<file path="src/pkg/dag_pkg.sv">
// package: register map, field layout and carriers of the address unit
package dag_pkg;
  localparam int AW = 4;
  localparam logic [AW-1:0] REG_MODE_CTRL  = 4'h0;
  localparam logic [AW-1:0] REG_REV_CTRL   = 4'h1;
  localparam logic [AW-1:0] REG_TABLE_PAGE = 4'h2;
  localparam logic [AW-1:0] REG_VIS_PAGE   = 4'h3;
  localparam logic [AW-1:0] REG_X_START    = 4'h4;
  localparam logic [AW-1:0] REG_X_END      = 4'h5;
  localparam logic [AW-1:0] REG_Y_START    = 4'h6;
  localparam logic [AW-1:0] REG_Y_END      = 4'h7;
  localparam int X_SEL_LSB   = 0;
  localparam int Y_SEL_LSB   = 4;
  localparam int REV_SEL_LSB = 8;
  localparam int Y_EN_BIT    = 14;
  localparam int X_EN_BIT    = 15;
  localparam int REV_EN_BIT  = 15;
  localparam int PAGE_CFG_BIT = 7;
  localparam logic [3:0]  SEL_OFF = 4'hf;
  localparam logic [15:0] MODE_CTRL_RST  = 16'h0fff;
  localparam logic [15:0] REV_CTRL_RST   = 16'h0000;
  localparam logic [7:0]  PAGE_RST       = 8'h00;
  localparam logic [15:0] BOUND_RST      = 16'h0000;

  typedef enum logic [1:0] {
    DAG_X_READ,
    DAG_X_WRITE,
    DAG_Y_ACCESS
  } dag_space_t;

  typedef enum logic [2:0] {
    DAG_INDIRECT,
    DAG_POST_INC,
    DAG_POST_DEC,
    DAG_PRE_INC,
    DAG_PRE_DEC,
    DAG_REG_OFFSET
  } dag_mode_t;

  typedef struct packed {
    logic       valid;
    dag_space_t space;
    dag_mode_t  mode;
    logic       byte_acc;
    logic [3:0] ptr_sel;
    logic [15:0] ptr;
    logic [15:0] step;
  } dag_addr_req_t;

  typedef struct packed {
    logic        valid;
    logic [15:0] ea;
    logic        wb_en;
    logic [3:0]  wb_sel;
    logic [15:0] wb_val;
    logic        circular;
    logic        reversed;
  } dag_addr_rsp_t;

  typedef struct packed {
    logic        valid;
    logic [15:0] ea;
    logic        table_acc;
    logic        vis_en;
    logic        write;
  } dag_prog_req_t;

  typedef struct packed {
    logic        valid;
    logic [23:0] addr;
    logic        config_space;
    logic        low_word_only;
    logic        refused;
  } dag_prog_rsp_t;
endpackage

</file>
<file path="src/logic/dag_top.sv">
// address unit: circular, bit-reversed and program space addressing
// Function
// [RULE1] x select 15 turns off x circular
// [RULE2] x circular needs select not 15, enable
// [RULE3] y circular needs select not 15, enable
// [RULE4] bounds test is beyond, not equal
// [RULE5] write back only on pre/post modify
// [RULE6] bit reversal only for x writes
// [RULE7] only the modifier is bit reversed
// [RULE8] reversal needs select, enable, pre/post increment
// [RULE9] software aligns reversed buffer to size
// [RULE10] 15-bit pivot scaled to byte address
// [RULE11] byte or other modes get normal address
// [RULE12] reversal adds pivot, drops step, clears lsb
// [RULE13] reversal beats circular in x write
// [RULE14] software avoids read right after control write
// [RULE15] table address is page over ea
// [RULE16] visibility address is page over ea low
// [RULE17] visibility bit 15 is page bit 0
// [RULE18] visibility is read only, low word
// [RULE19] four 16-bit circular bound registers
// [RULE20] y circular addresses keep lsb clear
// [RULE21] reversed add carries downward
`timescale 1ns/1ps
module dag_top
  import dag_pkg::*;
(
  // clock and reset
  input  wire logic            clk_in,
  input  wire logic            rst_n_in,
  // register port
  input  wire logic [dag_pkg::AW-1:0] reg_addr_in,
  input  wire logic [15:0]     reg_wdata_in,
  input  wire logic            reg_wr_in,
  input  wire logic            reg_rd_in,
  output logic [15:0]          reg_rdata_out,
  // data address request and answer
  input  wire dag_pkg::dag_addr_req_t addr_req_in,
  output dag_pkg::dag_addr_rsp_t      addr_rsp_out,
  // program address request and answer
  input  wire dag_pkg::dag_prog_req_t prog_req_in,
  output dag_pkg::dag_prog_rsp_t      prog_rsp_out
);
  import dag_pkg::*;

  logic [15:0] mode_ctrl;
  logic [15:0] rev_ctrl;
  logic [7:0]  table_page;
  logic [7:0]  vis_page;
  logic [15:0] x_start;
  logic [15:0] x_end;
  logic [15:0] y_start;
  logic [15:0] y_end;

  function automatic logic [15:0] rev16(input logic [15:0] v);
    logic [15:0] r;
    r = 16'h0000;
    for (int i = 0; i < 16; i++)
      r[i] = v[15-i];
    return r;
  endfunction

  // wrap an address that went past either bound
  function automatic logic [15:0] wrap(
    input logic [15:0] a,
    input logic [15:0] lo,
    input logic [15:0] hi
  );
    logic [15:0] len;
    len = 16'(hi - lo + 16'h0001);
    if (a > hi)                     // RULE4
      return 16'(a - len);
    else if (a < lo)                // RULE4
      return 16'(a + len);
    else
      return a;
  endfunction

  // register port
  wire wr_mode  = reg_wr_in && reg_addr_in == REG_MODE_CTRL;
  wire wr_rev   = reg_wr_in && reg_addr_in == REG_REV_CTRL;
  wire wr_tpage = reg_wr_in && reg_addr_in == REG_TABLE_PAGE;
  wire wr_vpage = reg_wr_in && reg_addr_in == REG_VIS_PAGE;
  wire wr_xs    = reg_wr_in && reg_addr_in == REG_X_START;
  wire wr_xe    = reg_wr_in && reg_addr_in == REG_X_END;
  wire wr_ys    = reg_wr_in && reg_addr_in == REG_Y_START;
  wire wr_ye    = reg_wr_in && reg_addr_in == REG_Y_END;

  logic [15:0] rd_mux;
  always_comb
  begin
    unique case (reg_addr_in)
      REG_MODE_CTRL:  rd_mux = mode_ctrl;
      REG_REV_CTRL:   rd_mux = rev_ctrl;
      REG_TABLE_PAGE: rd_mux = {8'h00, table_page};
      REG_VIS_PAGE:   rd_mux = {8'h00, vis_page};
      REG_X_START:    rd_mux = x_start;
      REG_X_END:      rd_mux = x_end;
      REG_Y_START:    rd_mux = y_start;
      REG_Y_END:      rd_mux = y_end;
      default:        rd_mux = 16'h0000;
    endcase
  end

  always_ff @(posedge clk_in or negedge rst_n_in)
  begin
    if (!rst_n_in)
    begin
      mode_ctrl  <= MODE_CTRL_RST;
      rev_ctrl   <= REV_CTRL_RST;
      table_page <= PAGE_RST;
      vis_page   <= PAGE_RST;
    end
    else
    begin
      if (wr_mode)
        mode_ctrl <= reg_wdata_in;
      if (wr_rev)
        rev_ctrl <= reg_wdata_in;
      if (wr_tpage)
        table_page <= reg_wdata_in[7:0];
      if (wr_vpage)
        vis_page <= reg_wdata_in[7:0];
    end
  end

  always_ff @(posedge clk_in or negedge rst_n_in)
  begin
    if (!rst_n_in)
    begin
      x_start <= BOUND_RST;
      x_end   <= BOUND_RST;
      y_start <= BOUND_RST;
      y_end   <= BOUND_RST;
    end
    else
    begin
      if (wr_xs)
        x_start <= reg_wdata_in;    // RULE19
      if (wr_xe)
        x_end <= reg_wdata_in;      // RULE19
      if (wr_ys)
        y_start <= reg_wdata_in;    // RULE19
      if (wr_ye)
        y_end <= reg_wdata_in;      // RULE19
    end
  end

  always_ff @(posedge clk_in or negedge rst_n_in)
  begin
    if (!rst_n_in)
      reg_rdata_out <= 16'h0000;
    else if (reg_rd_in)
      reg_rdata_out <= rd_mux;
    else
      reg_rdata_out <= 16'h0000;
  end

  // control fields
  wire [3:0] x_sel   = mode_ctrl[X_SEL_LSB +: 4];
  wire [3:0] y_sel   = mode_ctrl[Y_SEL_LSB +: 4];
  wire [3:0] rev_sel = mode_ctrl[REV_SEL_LSB +: 4];
  wire       x_on    = x_sel != SEL_OFF && mode_ctrl[X_EN_BIT]; // RULE1 RULE2
  wire       y_on    = y_sel != SEL_OFF && mode_ctrl[Y_EN_BIT]; // RULE3
  wire       rev_on  = rev_sel != SEL_OFF && rev_ctrl[REV_EN_BIT]; // RULE8
  wire [15:0] pivot  = {rev_ctrl[14:0], 1'b0};   // RULE10

  // data address request decode
  dag_addr_req_t rq;
  assign rq = addr_req_in;
  wire is_pre  = rq.mode == DAG_PRE_INC || rq.mode == DAG_PRE_DEC;
  wire is_post = rq.mode == DAG_POST_INC || rq.mode == DAG_POST_DEC;
  wire is_inc  = rq.mode == DAG_PRE_INC || rq.mode == DAG_POST_INC;
  wire is_dec  = rq.mode == DAG_PRE_DEC || rq.mode == DAG_POST_DEC;
  wire is_off  = rq.mode == DAG_REG_OFFSET;
  wire is_x    = rq.space != DAG_Y_ACCESS;

  // reversal: x write unit, word data, pre/post increment only
  wire use_rev = rev_on && rq.space == DAG_X_WRITE  // RULE6
              && rq.ptr_sel == rev_sel && is_inc    // RULE8
              && !rq.byte_acc;                      // RULE11

  // circular: x units share bounds, x write yields to reversal
  wire use_x_circ = x_on && is_x && rq.ptr_sel == x_sel
                 && !use_rev;                       // RULE13
  wire use_y_circ = y_on && !is_x && rq.ptr_sel == y_sel; // RULE3
  wire use_circ   = use_x_circ || use_y_circ;

  wire [15:0] lo = use_y_circ ? y_start : x_start;
  wire [15:0] hi = use_y_circ ? y_end : x_end;

  wire [15:0] stepped = is_dec ? 16'(rq.ptr - rq.step)
                               : 16'(rq.ptr + rq.step);
  wire [15:0] wrapped = wrap(stepped, lo, hi);
  // y circular assumes word data
  wire [15:0] circ_val = use_y_circ ? {wrapped[15:1], 1'b0} // RULE20
                                    : wrapped;
  wire [15:0] normal_val = use_circ ? circ_val : stepped;

  // modifier reversed, pointer in normal order, carries run downward
  wire [15:0] rev_sum = rev16(16'(rev16(rq.ptr) + rev16(pivot))); // RULE7 RULE21
  wire [15:0] rev_val = {rev_sum[15:1], 1'b0};   // RULE12

  wire [15:0] mod_val = use_rev ? rev_val : normal_val; // RULE12 RULE11

  logic [15:0] next_ea;
  always_comb
  begin
    if (is_pre || is_off)
      next_ea = mod_val;
    else
      next_ea = rq.ptr;
  end

  dag_addr_rsp_t next_rsp;
  always_comb
  begin
    next_rsp          = '0;
    next_rsp.valid    = rq.valid;
    next_rsp.ea       = next_ea;
    next_rsp.wb_en    = rq.valid && (is_pre || is_post); // RULE5
    next_rsp.wb_sel   = rq.ptr_sel;
    next_rsp.wb_val   = (is_pre || is_post) ? mod_val : rq.ptr; // RULE5
    next_rsp.circular = rq.valid && use_circ
                     && (is_pre || is_post || is_off);
    next_rsp.reversed = rq.valid && use_rev;
  end

  always_ff @(posedge clk_in or negedge rst_n_in)
  begin
    if (!rst_n_in)
      addr_rsp_out <= '0;
    else
      addr_rsp_out <= next_rsp;
  end

  // program space address construction
  dag_prog_req_t pq;
  assign pq = prog_req_in;
  wire vis_map = !pq.table_acc && pq.vis_en && pq.ea[15];
  wire vis_bad = vis_map && pq.write;               // RULE18
  wire [23:0] tbl_addr = {table_page, pq.ea};       // RULE15
  // ea bit 15 is dropped, page bit 0 takes its place
  wire [23:0] vis_addr = {1'b0, vis_page, pq.ea[14:0]}; // RULE16 RULE17

  dag_prog_rsp_t next_prog;
  always_comb
  begin
    next_prog               = '0;
    next_prog.valid         = pq.valid && (pq.table_acc || vis_map)
                           && !vis_bad;
    next_prog.addr          = pq.table_acc ? tbl_addr : vis_addr;
    next_prog.config_space  = pq.table_acc
                           && table_page[PAGE_CFG_BIT]; // RULE15
    // a refused write carries no data word, so no low-word mark either
    next_prog.low_word_only = pq.valid && vis_map && !vis_bad; // RULE18
    next_prog.refused       = pq.valid && vis_bad;  // RULE18
    if (!next_prog.valid)
      next_prog.addr = 24'h000000;
  end

  always_ff @(posedge clk_in or negedge rst_n_in)
  begin
    if (!rst_n_in)
      prog_rsp_out <= '0;
    else
      prog_rsp_out <= next_prog;
  end
endmodule

</file>
<file path="config.mk">
export PLATFORM = sky130hd
export DESIGN_NAME = dag_top
export DESIGN_NICKNAME = d
export VERILOG_FILES = /design/src/pkg/dag_pkg.sv /design/src/logic/dag_top.sv
export SDC_FILE = /design/constraint.sdc
export NUM_CORES = 1
export LEC_CHECK = 0
export BUFFER_PORTS_ARGS = -buffer_cell sky130_fd_sc_hd__buf_2
export CAP_MARGIN = 40
export CELL_PAD_IN_SITES_DETAIL_PLACEMENT = 0
export CELL_PAD_IN_SITES_GLOBAL_PLACEMENT = 2
export CORE_UTILIZATION = 35
export CTS_BUF_LIST = sky130_fd_sc_hd__clkbuf_8
export DETAILED_ROUTE_END_ITERATION = 8
export PLACE_DENSITY_LB_ADDON = 0.1
export SETUP_SLACK_MARGIN = 0.5
export SLEW_MARGIN = 20
export SYNTH_ARGS = -nofsm -noshare
export SYNTH_HDL_FRONTEND = slang
export SYNTH_SLANG_ARGS = --single-unit
</file>
<file path="constraint.sdc">
create_clock -name clk_in -period 19.4 [get_ports clk_in]
set_clock_uncertainty 0.15 [all_clocks]
set_input_delay 0 -clock clk_in [delete_from_list [all_inputs] [get_ports clk_in]]
set_output_delay 0 -clock clk_in [all_outputs]
set_load 0.05 [all_outputs]
</file>
Word level (Yosys, flattened, before mapping):

Index checks and enable logic that the tools add are counted.

* register bits after elaboration: 196
* logic and storage cells: 112
* input port bits: 87
* output and inout port bits: 84

* reduce and logical (&&, ||, !) cells: 48
* eq/ne operators: 20
* $lt $le $gt $ge: 2
* add/subtract/negate cells: 7
* multiplexer cells: 14

Operator list (count)
* $mux 16: 10
* $pmux 16 s8: 1
* $mux 24: 2
* $sub 16x16->16: 3
* $logic_and 1x1->1: 33
* $add 16x16->16: 2
* $add 16x1->16 const B: 1
* $eq 4x3->1 const B: 4
* $gt 16x16->1: 1
* $lt 16x16->1: 1
* $add 15x15->15: 1
* $eq 4x4->1: 3
* $ne 4x4->1 const B: 3
* $logic_or 1x1->1: 9
* $eq 4x2->1 const B: 2
* $eq 3x2->1 const B: 2
* $eq 3x3->1 const B: 2
* $logic_not 1->1: 5
* $eq 4x1->1 const B: 1
* $logic_not 4->1: 1
* $eq 3x1->1 const B: 1
* $eq 2x1->1 const B: 1
* $ne 2x2->1 const B: 1
* $mux 1: 1

Longest topological paths before layout:

Gate-level depths: netlist of run 1.

* depth in word-level cells: 14
* depth in mapped cells: 28
* gate-level depth less buffers: 25

Worst setup path after synthesis of run 1:

Ideal clock, no wire load.

* path type: flip-flop to flip-flop
* start: reg mode_ctrl[6]
* end: reg addr_rsp_out[14] in the netlist's numbering
* setup time: 125 ps
* setup slack: 13182 ps
* required time: 19125 ps
* stages on the path, launching flop included: 26
* buffers on the path: 3
* clock period less this slack: 6218 ps
* arrival time: 5944 ps
* path through: dfstp_2 xnor2_1 nand4_1 nor2_4 buf_1 buf_1 mux2i_1 ha_1 ha_1 a21o_1 a21oi_1 o21bai_1 a21oi_1 o21bai_1 a21oi_1 xnor2_1 ha_1 clkbuf_1 a21o_1 a21o_1 a31oi_1 o31ai_1 or3_1 a221oi_1 o31ai_1 mux2_2

RTL lines
* start, declared: RTL line dag_top.sv:46 `logic [15:0] mode_ctrl;`
* start signal, assigned: RTL line dag_top.sv:117 `mode_ctrl <= reg_wdata_in;`
* end signal, assigned: RTL line dag_top.sv:234 `addr_rsp_out <= next_rsp;`
* end, declared: RTL line dag_top.sv:39 `output dag_pkg::dag_addr_rsp_t addr_rsp_out,`

==> results of run 1 <==
[state kept, by name, indices dropped and copies added, names as in the netlist]
signal and cells:
x_start 16, vis_page 8, table_page 8, prog_rsp_out 28, x_end 16, addr_rsp_out 40
mode_ctrl 16, y_end 16, y_start 16, rev_ctrl 16, reg_rdata_out 16
[synth_stat cells, types with 12 or more instances]
cell / count
dfrtp_1: 184
mux2_2: 150
ha_1: 114
nor2_1: 84
inv_1: 62
a21oi_1: 59
a22oi_1: 57
nand2_1: 51
xnor2_1: 48
nor3_1: 38
clkbuf_1: 37
mux2i_1: 29
o21ai_0: 28
a31oi_1: 27
and2_1: 23
xor2_1: 22
a21o_1: 18
o21a_1: 17
or3_1: 16
dfstp_2: 12
nor2b_1: 12
[report_power, final]
group	internal [mW]	total, mW	switching [mW]
clock network	0.120	0.281	0.161
registers	0.487	0.552	0.0650
logic	0.521	1.31	0.791
total	1.13	2.15	1.02
[worst register-to-register path, stage by stage (launching register included)]
cell	delay (ns)
dfstp_2	0.59
xnor2_1	0.15
nand4_1	0.24
nor2_4	0.39
buf_4	0.45
mux2_2	0.41
ha_1	0.28
ha_1	0.34
inv_1	0.09
o21bai_1	0.07
a21oi_1	0.24
o21bai_1	0.12
a211oi_1	0.29
nor2_1	0.08
nor2_1	0.12
xnor2_1	0.11
ha_1	0.41
inv_1	0.10
o211a_1	0.13
a221oi_1	0.43
o31ai_1	0.19
a21oi_1	0.18
o21bai_1	0.09
xor2_1	0.14
a221oi_1	0.41
o22ai_1	0.14
[metal layers]
layer	global-route usage, %	vias up	wire length (µm)
met5	0	-	0
met4	7.90	0	1130
met3	3.82	53	1850
met2	37.7	294	20400
met1	30.7	5478	20100
li1	-	5275	-
[cells by family (layout without fill, tap and decap cells)]
kind of cell / count (synthesis) / in the layout / synth area share, %
AND/OR/NAND/NOR: 290 / 290 / 11.0
buffers and inverters: 108 / 370 / 3.11
XOR/XNOR: 70 / 70 / 4.66
AO/OA/AOI/OAI: 320 / 320 / 17.1
multiplexers: 179 / 179 / 15.1
adder cells (fa/ha/maj): 119 / 119 / 11.6
flip-flops: 196 / 196 / 37.4
[area by class of cell]
type	count	area share (%)
multi-input cells	978	49.3
clock inverters	14	0.927
clock buffers	18	1.56
repair buffers	276	12.2
inverters	62	1.46
flip-flops and latches	196	30.9
well taps	468	3.68
[worst paths after layout]
kind | start | endpoint | slack, ns
min | addr_req_in[42] | addr_rsp_out[39] | 0.06
min in group asynchronous | rst_n_in | y_end[13] | 0.32
max | addr_req_in[38] | addr_rsp_out[4] | 12.64
max reg2reg | mode_ctrl[6] | addr_rsp_out[38] | 12.93
min reg2reg | mode_ctrl[12] | mode_ctrl[12] | 0.38
max in group asynchronous | rst_n_in | y_end[9] | 17.24
[repair_timing]
action                                 in CTS  in global routing
setup buffers                               0                  0
endpoints found under the hold margin     274                  0
hold buffers                               73                  0
setup endpoints to repair                   0                  0
==> qor.csv, run 1 <==
metric;value;unit
status;complete, no violations;
synth_largest_area_cell;dfrtp_1;
path_max_fanout;19;
fin_crit_sh;34.8;%
rows;70;
worst-path-buf-inv;4;
placed_cell_area;14700;µm²
cts.sinks;196;
synth.avg_cell_area;10.3;µm²
ant_nets;0;
htreeDepth;4;
pre_cts_ws;12.40;ns
netlist_instances;1282;
post-route-min-period;6.76;ns
crit_type;primary input to register;
synth_top_area_share;35.0;%
gp_congestion;0.833;
cp.arrival;6.99;ns
finalWirelength;43.5;mm
synth_warnings;0;
synth-seq-cells;196;
slew_viol_final;0;
end_kind;register;
synth_cell_types;67;
gr-total-overflow;0;
clk_latency;0.51;ns
regArea;4920;µm²
required;19.63;ns
drv_cap;0;
port_buffers;170;
cts_tree;yes;
tightest_slew;0.799;ns
drive_above_1_share;26.7;%
initialDrtViolationCount;531;
final_common_cell;dfrtp_1;
n_antenna_cell;0;
fin_area;15900;µm²
p_per_area;135;nW/µm²
cpMaxStageDelayCell;dlygate4sd3_1;
rsz0062_at_grt;no;
async_reset_ff_share;100;%
start_util;35.7;%
final_cells;2012;
synth_ff_type;dfrtp_1;
ir_worst_vdd;0.0606;mV
min_path_cells;2;
die-width;196;µm
crit_cells;27;
holdWs;0.0620;ns
drtPass1Iterations;5;
path_delay_family;simple AND/OR/NAND/NOR gates;
place_hpwl;33.1;mm
hp-class;primary input to register;
cts_buffers;17;
layout_common_cells;dfrtp_1 (184), buf_2 (169), mux2_2 (150);
multi_input_area;7850;µm²
final.setup.tns;0;ns
layout_setup_ws;12.64;ns
cts_root_buf;clkbuf_8;
finalSetupViolCount;0;
power;2.15;mW
synth_area_leaders;dfrtp_1 (35%), mux2_2 (13%), ha_1 (11%);
dp_cells;1905;
final_hold_viol_count;0;
grt_max_degree;79;
dieHeight;196;µm
max_freq;148;MHz
vias;11100;
io_pins;171;
ys_seq_area_share;37.4;%
clkSlewWorstSetupHoldPaths;0.09;ns
track_usage;23.0;%
fin_nets;1737;
avgRoutedWirePerCell;21.6;µm
fp.dieArea;38400;µm²
via_per_inst;5.52;
antenna_found_initial;0;
relSlewSlack;46.0;%
synth_nets;1488;
cts_resized;0;
cp_common_cell;xnor2_1;
synth-edff-count;0;
n_fill_cell;3677;
cp_slowest_stage_delay;0.54;ns
drc;0;
r2r_cells;25;
p_leak;7.23;nW
syn-cell-area;13200;µm²
grt_pass1_vias;11400;
grt_pass1_wl;66.5;mm
final_util;43.3;%
startpoint_type;primary input;
clock_path_buffers;2;
area_growth;21.1;%
core_area;36800;µm²
Power figures use the tool's default switching activity.
==> run 2: changes to the inputs <==
Clock period 19.4 ns to 6.26 ns, I/O delays scaled along.
==> qor.csv, run 2 (synthesized netlist as in run 1, its figures left out) <==
metric;value;unit
end_kind;register;
cts_root_buf;clkbuf_8;
path_max_fanout;6;
holdWs;0.0252;ns
cts_buffers;17;
cp.arrival;5.93;ns
cp_slowest_stage_delay;0.57;ns
clkSlewWorstSetupHoldPaths;0.12;ns
n_antenna_cell;0;
grt_use_met2;40.7;%
r2r_cells;28;
crit_type;register to register;
final_util;46.7;%
min_path_cells;5;
via_per_inst;5.40;
layout_setup_ws;0.586;ns
die-width;196;µm
dieHeight;196;µm
track_usage;23.4;%
ant_nets;0;
grt_pass1_vias;11700;
min_from;addr_req_in[39];
place_hpwl;34.3;mm
final_common_cell;dfrtp_1;
cts_tree;yes;
final_hold_viol_count;0;
ir_worst_vdd;0.224;mV
io_pins;171;
gp_congestion;0.863;
max_freq;176;MHz
dp_cells;1989;
drtPass1Iterations;5;
gr-max-usage-layer;met2;
grt_max_degree;83;
rrSetupSlack;0.59;ns
avgRoutedWirePerCell;21.1;µm
use_met3;2.56;%
rows;70;
placed_cell_area;15500;µm²
drv_cap;0;
cp_common_cell;buf_4;
regMostFlops;addr_rsp_out;
final_cells;2111;
timing.rr.end;addr_rsp_out[17];
port_buffers;170;
final.setup.tns;0;ns
grt_pass1_wl;67.9;mm
drive_above_1_share;35.1;%
finalWirelength;44.6;mm
post-route-min-period;5.67;ns
p_per_area;454;nW/µm²
start_util;35.7;%
layout_common_cells;dfrtp_1 (184), buf_2 (169), mux2_2 (144);
cpMaxStageDelayCell;dfstp_2;
cts.sinks;196;
slew_viol_final;0;
power;7.80;mW
hp-class;primary input to register;
p_leak;7.85;nW
core_area;36800;µm²
relSlewSlack;44.5;%
met1_usage;30.6;%
clock_path_buffers;2;
rsz0062_at_grt;yes;
largest_registers;addr_rsp_out (40), prog_rsp_out (28);
fin_crit_sh;90.6;%
required;6.51;ns
status;complete, no violations;
pre_cts_ws;0.0888;ns
fin_area;17200;µm²
area_growth;30.7;%
htreeDepth;4;
fp.dieArea;38400;µm²
vias;11400;
antenna_found_initial;0;
fin_nets;1836;
tightest_slew;0.830;ns
clk_latency;0.51;ns
largest_reg_flops;40;
regToRegStartpoint;mode_ctrl[6];
gr-total-overflow;0;
finalSetupViolCount;0;
worstHoldEndpoint;addr_rsp_out[24];
initialDrtViolationCount;551;
startpoint_type;register;
drc;0;
run 2: layout make-up:
type / instances / area, µm²
multi-input combinational: 978 / 8290
inverter: 62 / 233
clock buffer: 17 / 234
timing repair buffer: 375 / 2760
sequential: 196 / 4920
fill: 3592 / 19600
tap: 468 / 586
clock inverter: 15 / 156
run 2: report_power, final:
part / switching, mW / leakage [nW] / internal [mW]
logic: 2.86 / 5.24 / 2.37
registers: 0.199 / 2.42 / 1.51
clock network: 0.535 / 0.193 / 0.326
run 2: routing by layer:
metal	part of all wire, %	vias to the layer above
met3	3.3	41
met4	1.8	0
met5	0	-
met1	46	5646
li1	-	5449
met2	49	266
run 2: worst max-delay path: cells and delay by family (launching register included):
kind                       cells  cell delay [ns]
muxes                          1             0.30
buffers and inverters          7             0.90
adders and majority gates      3             0.93
AOI/OAI and AO/OA             11             1.85
DFF                            1             0.57
and+or+nand+nor                2             0.36
xor gates and xnor gates       4             0.53
run 2: worst max path at each step:
stage / from / end / slack [ns] / cells after the start
final: mode_ctrl[6] / addr_rsp_out[17] / 0.59 / 28
after CTS: mode_ctrl[5] / addr_rsp_out[17] / 0.51 / 27
after global routing: mode_ctrl[6] / addr_rsp_out[17] / 0.31 / 30
after detailed placement: mode_ctrl[5] / addr_rsp_out[37] / 0.09 / 24
after floorplan: addr_req_in[38] / addr_rsp_out[12] / 0.51 / 27
after global placement: mode_ctrl[5] / addr_rsp_out[16] / 0.06 / 23
run 2: what timing repair did:
item                                    CTS  global route
pin swaps                                20            42
hold buffers                             74             0
endpoints found under the hold margin   351             0
setup buffers                            11             5
endpoints found under the setup margin   12            21
resized for setup                        36            53
